[src/npe_map.vh]
// Purpose: constants for the nvm program/erase control block
// Assumes: APB word offsets, registers of up to 8 bits in the low byte
// Notes:   included by npe_ctrl.v, the checker and the bench
// What this block does
// RULE1: program-select bit set routes operations to program flash, clear to eeprom.
// RULE2: config-select bit set routes operations to config, user id, device id words.
// RULE3: flash/config with latch-only set: write strobe loads latches, no programming.
// RULE4: flash/config with latch-only clear: strobe loads latches then programs them.
// RULE5: eeprom selected: latch-only bit ignored, every strobe starts an eeprom write.
// RULE6: flash/config erase bit makes strobe erase; hardware clears it after erase.
// RULE7: eeprom selected: erase bit ignored, strobe does erase then write.
// RULE8: error flag set by improper or aborted sequence and by any strobe set attempt.
// RULE9: enable bit clear blocks every program and erase cycle.
// RULE10: write strobe starts self-timed operation, hardware clears it when done.
// RULE11: software can only set the write strobe; writing zero leaves it.
// RULE12: read strobe does a one-cycle read then clears itself; software only sets it.
// RULE13: software writes 55h then AAh to unlock register before setting write strobe.
// RULE14: unlock register is write-only with no storage, only watched for the pattern.
// RULE15: config read at an unreadable address clears both data registers.
// RULE16: config user ids read/write; device id and config words read-only.
// RULE17: a program memory write stalls the processor until it completes.
// RULE18: 55h, AAh and strobe set must be consecutive accesses or unlock resets.
// RULE19: eeprom write completion sets the write irq flag, raising irq if enabled.
`ifndef NPE_MAP_VH
`define NPE_MAP_VH
// register byte offsets
`define NPE_OFF_CTRL   8'h00
`define NPE_OFF_UNLOCK 8'h04
`define NPE_OFF_ADRL   8'h08
`define NPE_OFF_ADRH   8'h0C
`define NPE_OFF_DATL   8'h10
`define NPE_OFF_DATH   8'h14
`define NPE_OFF_IRQST  8'h18
`define NPE_OFF_IRQMSK 8'h1C
// control bit positions
`define NPE_B_PGD  7
`define NPE_B_CFG  6
`define NPE_B_LATCH_ONLY_LOAD 5
`define NPE_B_FREE 4
`define NPE_B_ERR  3
`define NPE_B_PROGRAM_ERASE_ENABLE 2
`define NPE_B_WR   1
`define NPE_B_RD   0
// irq status bit positions
`define NPE_I_WDONE 0
`define NPE_I_ERR   1
// unlock pattern
`define NPE_KEY1 8'h55
`define NPE_KEY2 8'hAA
// memory space codes
`define NPE_SP_EE  2'h0
`define NPE_SP_PGM 2'h1
`define NPE_SP_CFG 2'h2
// memory operation codes
`define NPE_OP_LATCH  2'h0
`define NPE_OP_PROG   2'h1
`define NPE_OP_ERASE  2'h2
`define NPE_OP_EEWR   2'h3
// config space address limits
`define NPE_CFG_UID_LO 15'h0000
`define NPE_CFG_UID_HI 15'h0003
`define NPE_CFG_RD_LO  15'h0006
`define NPE_CFG_RD_HI  15'h0008
// reset values
`define NPE_RST_CTRL 8'h00
`define NPE_RST_BYTE 8'h00
`endif

[src/npe_ctrl.v]
// Purpose: nvm read/erase/program control with APB registers
// Assumes: array interface runs on pclk, mem_done is one pulse
// Notes:   registers are at most 8 bits wide, in the low byte of each word
`timescale 1ns/10ps
`default_nettype none
`include "npe_map.vh"
module npe_ctrl #(
  parameter AW = 8
) (
  // apb clock and reset
  input  wire          pclk,
  input  wire          presetn,
  // apb slave
  input  wire          psel,
  input  wire          penable,
  input  wire          pwrite,
  input  wire [AW-1:0] paddr,
  input  wire [31:0]   pwdata,
  output reg  [31:0]   prdata,
  output wire          pready,
  output wire          pslverr,
  // array side
  output reg           mem_rd,
  output reg           mem_wr,
  output reg  [1:0]    mem_space,
  output reg  [1:0]    mem_op,
  output wire [14:0]   mem_addr,
  output wire [13:0]   mem_wdata,
  input  wire [13:0]   mem_rdata,
  input  wire          mem_done,
  input  wire          mem_fail,
  // processor and interrupt
  output wire          cpu_stall,
  output wire          irq
);

  // unlock sequence states
  localparam [1:0] UL_IDLE = 2'd0;
  localparam [1:0] UL_KEY1 = 2'd1;
  localparam [1:0] UL_OPEN = 2'd2;

  // write engine states
  localparam [1:0] WS_IDLE = 2'd0;
  localparam [1:0] WS_ISSUE = 2'd1;
  localparam [1:0] WS_WAIT = 2'd2;

  // register state
  reg        pgd_ff;
  reg        cfg_ff;
  reg        latch_only_load_ff;
  reg        free_ff;
  reg        err_ff;
  reg        program_erase_enable_ff;
  reg        wr_ff;
  reg        rd_ff;
  reg [7:0]  adrl_ff;
  reg [6:0]  adrh_ff;
  reg [7:0]  datl_ff;
  reg [5:0]  dath_ff;
  reg [1:0]  ul_ff;
  reg [1:0]  ws_ff;
  reg [1:0]  irqst_ff;
  reg [1:0]  irqmsk_ff;

  // next values
  reg        nxt_pgd;
  reg        nxt_cfg;
  reg        nxt_latch_only_load;
  reg        nxt_free;
  reg        nxt_err;
  reg        nxt_program_erase_enable;
  reg        nxt_wr;
  reg        nxt_rd;
  reg [7:0]  nxt_adrl;
  reg [6:0]  nxt_adrh;
  reg [7:0]  nxt_datl;
  reg [5:0]  nxt_dath;
  reg [1:0]  nxt_ul;
  reg [1:0]  nxt_ws;
  reg [1:0]  nxt_irqst;
  reg [1:0]  nxt_irqmsk;
  reg        nxt_mem_rd;
  reg        nxt_mem_wr;
  reg [1:0]  nxt_space;
  reg [1:0]  nxt_op;
  reg [31:0] nxt_prdata;

  // decoded bus events
  wire       setup_ph;
  wire       acc_done;
  wire       wr_acc;
  wire       rd_acc;
  wire       mapped;
  wire [7:0] wbyte;
  wire [14:0] full_addr;
  wire [1:0] sel_space;
  wire       start_ok;
  wire       wr_try;
  wire       cfg_rd_ok;
  wire       cfg_wr_ok;
  wire       eng_done;

  // address lies in an inclusive window
  function in_range;
    input [14:0] a;
    input [14:0] lo;
    input [14:0] hi;
    begin
      in_range = (a >= lo) && (a <= hi);
    end
  endfunction

  // matches a register offset
  function hit;
    input [AW-1:0] a;
    input [7:0]    off;
    begin
      hit = (a == off[AW-1:0]);
    end
  endfunction

  // apb handshake: zero wait states
  assign setup_ph = psel & ~penable;
  assign acc_done = psel & penable;
  assign pready   = acc_done;
  assign wr_acc   = acc_done & pwrite;
  assign rd_acc   = acc_done & ~pwrite;
  assign wbyte    = pwdata[7:0];

  // only the eight offsets answer without error
  assign mapped = hit(paddr, `NPE_OFF_CTRL)  | hit(paddr, `NPE_OFF_UNLOCK) |
                  hit(paddr, `NPE_OFF_ADRL)  | hit(paddr, `NPE_OFF_ADRH)   |
                  hit(paddr, `NPE_OFF_DATL)  | hit(paddr, `NPE_OFF_DATH)   |
                  hit(paddr, `NPE_OFF_IRQST) | hit(paddr, `NPE_OFF_IRQMSK);
  assign pslverr = acc_done & ~mapped;

  // array address and write data straight from the registers
  assign full_addr = {adrh_ff, adrl_ff};
  assign mem_addr  = full_addr;
  assign mem_wdata = {dath_ff, datl_ff};

  // space routing from the select bits
  assign sel_space = cfg_ff ? `NPE_SP_CFG :          // RULE2
                     (pgd_ff ? `NPE_SP_PGM : `NPE_SP_EE); // RULE1

  // config window permissions
  assign cfg_rd_ok = in_range(full_addr, `NPE_CFG_UID_LO, `NPE_CFG_UID_HI) |
                     in_range(full_addr, `NPE_CFG_RD_LO, `NPE_CFG_RD_HI); // RULE16
  assign cfg_wr_ok = in_range(full_addr, `NPE_CFG_UID_LO, `NPE_CFG_UID_HI); // RULE16

  // any software attempt to set the write strobe
  assign wr_try = wr_acc & hit(paddr, `NPE_OFF_CTRL) & wbyte[`NPE_B_WR];

  // a proper start: unlocked, enabled, idle, writable target
  assign start_ok = wr_try & (ul_ff == UL_OPEN) &      // RULE18
                    wbyte[`NPE_B_PROGRAM_ERASE_ENABLE] &                // RULE9
                    ~wr_ff & ~rd_ff &
                    (~cfg_ff | cfg_wr_ok);              // RULE16

  // array finished the running operation
  assign eng_done = (ws_ff == WS_WAIT) & mem_done;

  // processor halts during program and config space writes
  assign cpu_stall = wr_ff & (mem_space != `NPE_SP_EE); // RULE17

  // masked status drives the interrupt line
  assign irq = |(irqst_ff & irqmsk_ff);

  // unlock tracker: no storage of the written value
  always @* begin
    nxt_ul = ul_ff;
    if (acc_done) begin
      if (wr_acc && hit(paddr, `NPE_OFF_UNLOCK) && wbyte == `NPE_KEY1) begin
        nxt_ul = UL_KEY1; // RULE14
      end else if (wr_acc && hit(paddr, `NPE_OFF_UNLOCK) &&
                   wbyte == `NPE_KEY2 && ul_ff == UL_KEY1) begin
        nxt_ul = UL_OPEN; // RULE13
      end else begin
        nxt_ul = UL_IDLE; // RULE18
      end
    end
  end

  // control, address and data register next values
  always @* begin
    nxt_pgd    = pgd_ff;
    nxt_cfg    = cfg_ff;
    nxt_latch_only_load   = latch_only_load_ff;
    nxt_free   = free_ff;
    nxt_err    = err_ff;
    nxt_program_erase_enable   = program_erase_enable_ff;
    nxt_wr     = wr_ff;
    nxt_rd     = rd_ff;
    nxt_adrl   = adrl_ff;
    nxt_adrh   = adrh_ff;
    nxt_datl   = datl_ff;
    nxt_dath   = dath_ff;
    nxt_irqmsk = irqmsk_ff;
    // software writes
    if (wr_acc) begin
      if (hit(paddr, `NPE_OFF_CTRL)) begin
        nxt_pgd  = wbyte[`NPE_B_PGD];
        nxt_cfg  = wbyte[`NPE_B_CFG];
        nxt_latch_only_load = wbyte[`NPE_B_LATCH_ONLY_LOAD];
        nxt_free = wbyte[`NPE_B_FREE];
        nxt_err  = wbyte[`NPE_B_ERR];
        nxt_program_erase_enable = wbyte[`NPE_B_PROGRAM_ERASE_ENABLE];
        if (wbyte[`NPE_B_RD] && !wr_ff) begin
          nxt_rd = 1'b1; // RULE12
        end
      end else if (hit(paddr, `NPE_OFF_ADRL)) begin
        nxt_adrl = wbyte;
      end else if (hit(paddr, `NPE_OFF_ADRH)) begin
        nxt_adrh = wbyte[6:0];
      end else if (hit(paddr, `NPE_OFF_DATL)) begin
        nxt_datl = wbyte;
      end else if (hit(paddr, `NPE_OFF_DATH)) begin
        nxt_dath = wbyte[5:0];
      end else if (hit(paddr, `NPE_OFF_IRQMSK)) begin
        nxt_irqmsk = wbyte[1:0];
      end
    end
    // one-cycle read: capture array data and drop the strobe
    if (rd_ff) begin
      nxt_rd = 1'b0; // RULE12
      if (cfg_ff && !cfg_rd_ok) begin
        nxt_datl = 8'h00; // RULE15
        nxt_dath = 6'h00; // RULE15
      end else begin
        nxt_datl = mem_rdata[7:0];
        nxt_dath = mem_rdata[13:8];
      end
    end
    // completion of a write clears the strobe, and the erase bit after an erase
    if (eng_done) begin
      nxt_wr = 1'b0; // RULE10
      if (mem_op == `NPE_OP_ERASE && !(wr_acc && hit(paddr, `NPE_OFF_CTRL) &&
          wbyte[`NPE_B_FREE])) begin
        nxt_free = 1'b0; // RULE6
      end
      if (!mem_fail && !wr_try) begin
        nxt_err = 1'b0; // RULE8
      end else if (mem_fail) begin
        nxt_err = 1'b1; // RULE8
      end
    end
    // a strobe set attempt flags the error; start sets the strobe
    if (wr_try) begin
      nxt_err = 1'b1; // RULE8
    end
    if (start_ok) begin
      nxt_wr = 1'b1; // RULE10 RULE11
    end
  end

  // operation selection at the start of a write
  always @* begin
    nxt_space = mem_space;
    nxt_op    = mem_op;
    if (start_ok) begin
      nxt_space = sel_space;
      if (sel_space == `NPE_SP_EE) begin
        nxt_op = `NPE_OP_EEWR; // RULE5 RULE7
      end else if (free_ff) begin
        nxt_op = `NPE_OP_ERASE; // RULE6
      end else if (latch_only_load_ff) begin
        nxt_op = `NPE_OP_LATCH; // RULE3
      end else begin
        nxt_op = `NPE_OP_PROG; // RULE4
      end
    end else if (rd_ff) begin
      nxt_space = sel_space;
    end else if (wr_acc && hit(paddr, `NPE_OFF_CTRL) && wbyte[`NPE_B_RD] &&
                 !wr_ff) begin
      nxt_space = wbyte[`NPE_B_CFG] ? `NPE_SP_CFG :
                  (wbyte[`NPE_B_PGD] ? `NPE_SP_PGM : `NPE_SP_EE);
    end
  end

  // write engine: issue one request, wait for the array
  always @* begin
    nxt_ws     = ws_ff;
    nxt_mem_wr = 1'b0;
    case (ws_ff)
      WS_IDLE: begin
        if (start_ok) begin
          nxt_ws = WS_ISSUE; // RULE10
        end
      end
      WS_ISSUE: begin
        nxt_mem_wr = 1'b1;
        nxt_ws     = WS_WAIT;
      end
      WS_WAIT: begin
        if (mem_done) begin
          nxt_ws = WS_IDLE;
        end
      end
      default: begin
        nxt_ws = WS_IDLE;
      end
    endcase
  end

  // read request pulse follows the strobe
  always @* begin
    nxt_mem_rd = 1'b0;
    if (wr_acc && hit(paddr, `NPE_OFF_CTRL) && wbyte[`NPE_B_RD] &&
        !wr_ff && !rd_ff) begin
      nxt_mem_rd = 1'b1; // RULE12
    end
  end

  // sticky status: hardware set wins over clear on read
  always @* begin
    nxt_irqst = irqst_ff;
    if (rd_acc && hit(paddr, `NPE_OFF_IRQST)) begin
      nxt_irqst = 2'b00;
    end
    if (eng_done && mem_space == `NPE_SP_EE) begin
      nxt_irqst[`NPE_I_WDONE] = 1'b1; // RULE19
    end
    if ((eng_done && mem_fail) || (wr_try && !start_ok)) begin
      nxt_irqst[`NPE_I_ERR] = 1'b1;
    end
  end

  // read data prepared in the setup phase
  always @* begin
    nxt_prdata = prdata;
    if (setup_ph && !pwrite) begin
      nxt_prdata = 32'h0000_0000;
      if (hit(paddr, `NPE_OFF_CTRL)) begin
        nxt_prdata[7:0] = {pgd_ff, cfg_ff, latch_only_load_ff, free_ff,
                           err_ff, program_erase_enable_ff, wr_ff, rd_ff};
      end else if (hit(paddr, `NPE_OFF_ADRL)) begin
        nxt_prdata[7:0] = adrl_ff;
      end else if (hit(paddr, `NPE_OFF_ADRH)) begin
        nxt_prdata[6:0] = adrh_ff;
      end else if (hit(paddr, `NPE_OFF_DATL)) begin
        nxt_prdata[7:0] = datl_ff;
      end else if (hit(paddr, `NPE_OFF_DATH)) begin
        nxt_prdata[5:0] = dath_ff;
      end else if (hit(paddr, `NPE_OFF_IRQST)) begin
        nxt_prdata[1:0] = irqst_ff;
      end else if (hit(paddr, `NPE_OFF_IRQMSK)) begin
        nxt_prdata[1:0] = irqmsk_ff;
      end
    end
  end

  // state registers
  always @(posedge pclk or negedge presetn) begin
    if (!presetn) begin
      pgd_ff    <= 1'b0;
      cfg_ff    <= 1'b0;
      latch_only_load_ff   <= 1'b0;
      free_ff   <= 1'b0;
      err_ff    <= 1'b0;
      program_erase_enable_ff   <= 1'b0;
      wr_ff     <= 1'b0;
      rd_ff     <= 1'b0;
      adrl_ff   <= `NPE_RST_BYTE;
      adrh_ff   <= 7'h00;
      datl_ff   <= `NPE_RST_BYTE;
      dath_ff   <= 6'h00;
      ul_ff     <= UL_IDLE;
      ws_ff     <= WS_IDLE;
      irqst_ff  <= 2'b00;
      irqmsk_ff <= 2'b00;
      mem_rd    <= 1'b0;
      mem_wr    <= 1'b0;
      mem_space <= `NPE_SP_EE;
      mem_op    <= `NPE_OP_LATCH;
      prdata    <= 32'h0000_0000;
    end else begin
      pgd_ff    <= nxt_pgd;
      cfg_ff    <= nxt_cfg;
      latch_only_load_ff   <= nxt_latch_only_load;
      free_ff   <= nxt_free;
      err_ff    <= nxt_err;
      program_erase_enable_ff   <= nxt_program_erase_enable;
      wr_ff     <= nxt_wr;
      rd_ff     <= nxt_rd;
      adrl_ff   <= nxt_adrl;
      adrh_ff   <= nxt_adrh;
      datl_ff   <= nxt_datl;
      dath_ff   <= nxt_dath;
      ul_ff     <= nxt_ul;
      ws_ff     <= nxt_ws;
      irqst_ff  <= nxt_irqst;
      irqmsk_ff <= nxt_irqmsk;
      mem_rd    <= nxt_mem_rd;
      mem_wr    <= nxt_mem_wr;
      mem_space <= nxt_space;
      mem_op    <= nxt_op;
      prdata    <= nxt_prdata;
    end
  end

endmodule
`default_nettype wire

[config.mk]
export PLATFORM = sky130hd
export DESIGN_NAME = npe_ctrl
export DESIGN_NICKNAME = d
export VERILOG_FILES = /design/src/npe_ctrl.v
export VERILOG_INCLUDE_DIRS = /design/src
export SDC_FILE = /design/constraint.sdc
export NUM_CORES = 1
export LEC_CHECK = 0
export BUFFER_PORTS_ARGS = -buffer_cell sky130_fd_sc_hd__buf_2
export CAP_MARGIN = 0
export CORE_MARGIN = 4
export CORE_UTILIZATION = 23
export DETAILED_ROUTE_END_ITERATION = 12
export GPL_TIMING_DRIVEN = 0
export PLACE_DENSITY = 0.52
export SLEW_MARGIN = 30
export SYNTH_ARGS = -nofsm -noshare
export SYNTH_HDL_FRONTEND = slang
export SYNTH_SLANG_ARGS = --single-unit
[constraint.sdc]
create_clock -name pclk -period 2.5 [get_ports pclk]
set_clock_uncertainty 0.2 [all_clocks]
set_input_delay 0.625 -clock pclk [delete_from_list [all_inputs] [get_ports pclk]]
set_output_delay 0.625 -clock pclk [all_outputs]
set_load 0.01 [all_outputs]
==> qor.txt <==
=====================================================================================================
Overall Global Routing Usage                                                                   0.1377
Number of failing setup endpoints in the final timing report                                        0
Count of vias placed by the detailed router                                                      3078
Cell Area, Synth                                                                         0.003411 mm^2
Worst Max-Slew Pin Slew                                                                     0.9126 ns
Proportion of power drawn by flip-flops and latches                                             0.385
Startpoint Class                                                                           input port
Layout cells sized above 1                                                                     0.3917
Worst hold margin                                                                           0.1791 ns
Skew-Pair Late Insertion Delay                                                                0.33 ns
Predominant post-synthesis flop cell                                                     sky130_fd_sc_hd__dfrtp_1
DIE WIDTH                                                                                    129.8 um
Via count of the first global-routing pass                                                       3037
Cell variety after synth                                                                           56
Critical path required time                                                                   1.67 ns
Detailed router's first-iteration violation count                                                 189
Standard cell core area                                                                  0.01453 mm^2
Initial standard-cell utilization of the core                                                  0.2347
Final layout net count                                                                            513
Combinational group share of total power                                                        0.101
Largest vdd supply drop                                                                      262.9 uV
Mux contribution to synthesized area                                                           0.1332
Outcome                                                                                  finished, final reports clean
Pin count of the biggest net entering global routing                                               60
Max-cap viol count                                                                                  0
Worst reg-to-reg path cell count                                                                    4
Overall die area                                                                         0.01684 mm^2
Leak pwr                                                                                     2.277 nW
Ys async rst share                                                                              1.000
Total wirelength of the detailed-routed design                                               11560 um
Largest stage delay, worst path                                                               0.37 ns
Post-synthesis share of cell area spent on xor and xnor gates                                       0
Number of enable-type register cells in the synthesized netlist                                     0
Antenna Cells                                                                                       0
I/O pin count                                                                                     132
Max H-tree Level                                                                                    3
End of the worst register-to-register path                                               datl_ff[1]$_DFFE_PN0P_
Power per unit of standard cell area                                                     561.8 mW/mm^2
Share of the cycle needed by the critical path after routing                                   0.9779
Antenna violations before repair                                                                    0
Post-synthesis share of cell area spent on full adders, half adders and majority gates              0
List of cells traversed by the critical path                                             buf_4 > or3_4 > buf_8 > nor3_4 > nor2_2 > buf_2
Clk sinks                                                                                          59
Proportion of power drawn by the clock network                                                  0.514
Unrepaired setup endpoints after global routing                                                 false
Crit path time final                                                                         2.445 ns
Final HPWL DP                                                                                 8980 um
Reg-to-reg startpoint                                                                    adrl_ff[5]$_DFFE_PN0P_
P_int                                                                                        1.944 mW
Area overhead of the layout relative to synthesis                                              33.75%
Drt pass-1 iters                                                                                    4
Max Fclk                                                                                    409.0 MHz
Dominant combinational cell family by area after synthesis                               simple AND/OR/NAND/NOR gates
Port bufs                                                                                          81
Synthesized-area fraction occupied by ao, oa, aoi and oai cells                                0.1552
Register Area                                                                            0.001476 mm^2
Switching power                                                                             0.6189 mW
Yosys warnings                                                                                      0
Area taken by multi-input logic gates                                                    0.001747 mm^2
Reg-to-reg slack, setup                                                                       0.39 ns
Fraction of power spent switching nets                                                         0.2415
TritonCTS Buffers                                                                                   9
TNS Setup                                                                                        0 ns
Endpoint arrival time on the critical path                                                    1.62 ns
Congestion Overflow GR                                                                              0
Capturing element type of the critical path                                              primary output
Flops & latches, synth                                                                             59
Routed Antenna Nets                                                                                 0
Synth Area in Simple Gates                                                                     0.1842
Register area share after synthesis                                                            0.4329
Total count of max-transition violations in the final report                                        0
Crit-path slowest cell                                                                   sky130_fd_sc_hd__or3_4
Maximum fanout along the worst path                                                                 5
Final routed DRC violation total                                                                    0
Via count normalized by instance count                                                          4.802
CTS Buffer Depth                                                                                    2
WL per Instance                                                                              18.03 um
Synth Instances                                                                                   332
Final hold vios                                                                                     0
Average cell area after synthesis                                                          10.27 um^2
First-pass GRT wire length                                                                   17390 um
Layout filler cell count                                                                         1552
Clock slew seen by the registers of the worst setup and hold paths                            0.05 ns
Chip height                                                                                  129.8 um
Post-CTS Hold Buffers                                                                               0
Clock Root Buffer                                                                        sky130_fd_sc_hd__clkbuf_16
Worst Setup Path Type                                                                    input port to primary output
Weighted congestion reported at the end of routability-driven placement                        0.8832
Cell row count                                                                                     44
Max-slew headroom                                                                              0.3860
Type of the tightest min-delay check                                                     input port to async pin
CTS tree                                                                                          yes
=====================================================================================================
worst max-delay path by stage:
| stage | to | slack (ns) | start | cells past startpoint |
|---|---|---|---|---|
| after floorplan | mem_op[0]$_DFFE_PN0P_ | -0.01 | paddr[2] | 7 |
| after global placement | prdata[4]$_DFFE_PN0P_ | -0.47 | paddr[3] | 7 |
| after detailed placement | prdata[5]$_DFFE_PN0P_ | -0.50 | paddr[3] | 7 |
| after CTS | pslverr | -0.04 | paddr[6] | 6 |
| after global routing | pslverr | 0.01 | paddr[7] | 6 |
| final | pslverr | 0.06 | paddr[7] | 6 |
power by group through the flow:
stage	combinational, mW	sequential [mW]	clock (mW)
after floorplan	0.127	1.01	0
after global placement	0.243	1.00	0
after detailed placement	0.248	1.00	0
after CTS	0.253	0.988	1.35
after global routing	0.284	0.989	1.39
final	0.259	0.988	1.32
repair_timing:
item | CTS | global route
setup buffers | 1 | 4
resized for setup | 7 | 9
pin swaps | 2 | 4
endpoints found under the setup margin | 11 | 12
sequential cells by signal, indices dropped and copies added, names as in the netlist, 6 cells and up:
name and cells:
adrl_ff 8, dath_ff 6, adrh_ff 7, datl_ff 8, prdata 8
final cells by class:
type | instances | share of cell area
clock inverters | 7 | 0.02030
flip-flops and latches | 59 | 0.3236
well taps | 184 | 0.05047
inverters | 11 | 0.009051
clock buffers | 9 | 0.04937
plain buffers | 43 | 0.06418
multi-input cells | 242 | 0.3829
repair buffers | 86 | 0.1001
worst max-delay path: cells and delay by family:
kind          cells  cell delay (ns)
buf+inv           3             0.41
simple gates      3             0.59
logic make-up (layout without fill, tap and decap cells):
kind of cell / after synthesis / count (layout)
multiplexers: 39 / 39
AO/OA/AOI/OAI: 76 / 76
flip-flops: 59 / 59
other: 1 / 24
AND/OR/NAND/NOR: 103 / 103
buffers and inverters: 54 / 156
placed cells by master, fill, tap and decap left out, types with 3 or more instances in the layout:
cell type,synthesis,layout
sky130_fd_sc_hd__buf_6,3,3
sky130_fd_sc_hd__inv_1,11,11
sky130_fd_sc_hd__mux2_2,21,21
sky130_fd_sc_hd__a22o_1,3,3
sky130_fd_sc_hd__nor4_1,5,4
sky130_fd_sc_hd__o31ai_1,12,11
sky130_fd_sc_hd__nor2_1,11,10
sky130_fd_sc_hd__a31o_2,9,9
sky130_fd_sc_hd__nor3_1,4,3
sky130_fd_sc_hd__nand4_1,10,10
sky130_fd_sc_hd__clkbuf_16,0,9
sky130_fd_sc_hd__a21oi_1,13,13
sky130_fd_sc_hd__nor2b_1,13,13
sky130_fd_sc_hd__nand2_1,20,20
sky130_fd_sc_hd__clkbuf_1,13,12
sky130_fd_sc_hd__nand3_1,9,9
sky130_fd_sc_hd__dfrtp_1,59,59
sky130_fd_sc_hd__a32oi_1,6,6
sky130_fd_sc_hd__buf_4,24,31
sky130_fd_sc_hd__clkinvlp_4,0,3
sky130_fd_sc_hd__nand2b_1,4,4
sky130_fd_sc_hd__o22ai_1,3,3
sky130_fd_sc_hd__o21ai_0,16,16
sky130_fd_sc_hd__mux2i_1,15,15
sky130_fd_sc_hd__conb_1,1,24
sky130_fd_sc_hd__nor4bb_1,4,4
sky130_fd_sc_hd__nor3b_1,3,3
sky130_fd_sc_hd__buf_2,3,80
Yosys cell counts (2+ instances only):
master | count | share of area
sky130_fd_sc_hd__o21ai_0 | 16 | 0.023
sky130_fd_sc_hd__dfrtp_1 | 59 | 0.43
sky130_fd_sc_hd__or3_1 | 3 | 0.0055
sky130_fd_sc_hd__clkbuf_1 | 13 | 0.014
sky130_fd_sc_hd__nor3b_1 | 3 | 0.0066
sky130_fd_sc_hd__a32oi_1 | 6 | 0.015
sky130_fd_sc_hd__nor2_1 | 11 | 0.012
sky130_fd_sc_hd__mux2i_1 | 15 | 0.044
sky130_fd_sc_hd__mux4_1 | 2 | 0.015
sky130_fd_sc_hd__buf_6 | 3 | 0.0099
sky130_fd_sc_hd__nand4_1 | 10 | 0.018
sky130_fd_sc_hd__buf_2 | 3 | 0.0044
sky130_fd_sc_hd__o22ai_1 | 3 | 0.0055
sky130_fd_sc_hd__and4b_1 | 2 | 0.0059
sky130_fd_sc_hd__nor4_1 | 5 | 0.0092
sky130_fd_sc_hd__o221ai_1 | 2 | 0.0051
sky130_fd_sc_hd__o22a_1 | 2 | 0.0051
sky130_fd_sc_hd__nor4bb_1 | 4 | 0.012
sky130_fd_sc_hd__nand2_1 | 20 | 0.022
sky130_fd_sc_hd__o31ai_1 | 12 | 0.026
sky130_fd_sc_hd__a22o_1 | 3 | 0.0077
sky130_fd_sc_hd__inv_1 | 11 | 0.012
sky130_fd_sc_hd__or3b_2 | 2 | 0.0051
sky130_fd_sc_hd__nand3_1 | 9 | 0.013
sky130_fd_sc_hd__nor2b_1 | 13 | 0.024
sky130_fd_sc_hd__nand2b_1 | 4 | 0.0073
sky130_fd_sc_hd__nor3_1 | 4 | 0.0059
sky130_fd_sc_hd__mux2_2 | 21 | 0.069
sky130_fd_sc_hd__a31o_2 | 9 | 0.023
sky130_fd_sc_hd__a21oi_1 | 13 | 0.019
sky130_fd_sc_hd__buf_4 | 24 | 0.053
through the flow:
| stage | std cells | setup slack [ns] | utilization | area (um^2) | power [mW] |
|---|---|---|---|---|---|
| 4_1_cts | 637 | -0.03589 | 0.3096 | 4499 | 2.588 |
| 2_1_floorplan | 355 | -0.01077 | - | 3501 | 1.133 |
| 5_1_grt | 641 | 0.009587 | 0.3139 | 4562 | 2.659 |
| 3_5_place_dp | 620 | -0.5011 | 0.2851 | 4144 | 1.253 |
| 3_3_place_gp | 620 | -0.4708 | 0.2846 | 4136 | 1.247 |
| 6_report | 641 | 0.05525 | 0.3139 | 4562 | 2.563 |
metal layers:
metal  vias to the layer above  part of all wire  track usage
met5                         -                 0            0
met4                         0             0.024      0.05807
met3                        19             0.071      0.02579
met2                       138              0.44       0.2066
met1                      1474              0.46       0.1946
li1                       1447                 -            -
(Power assumes the default switching activity.)
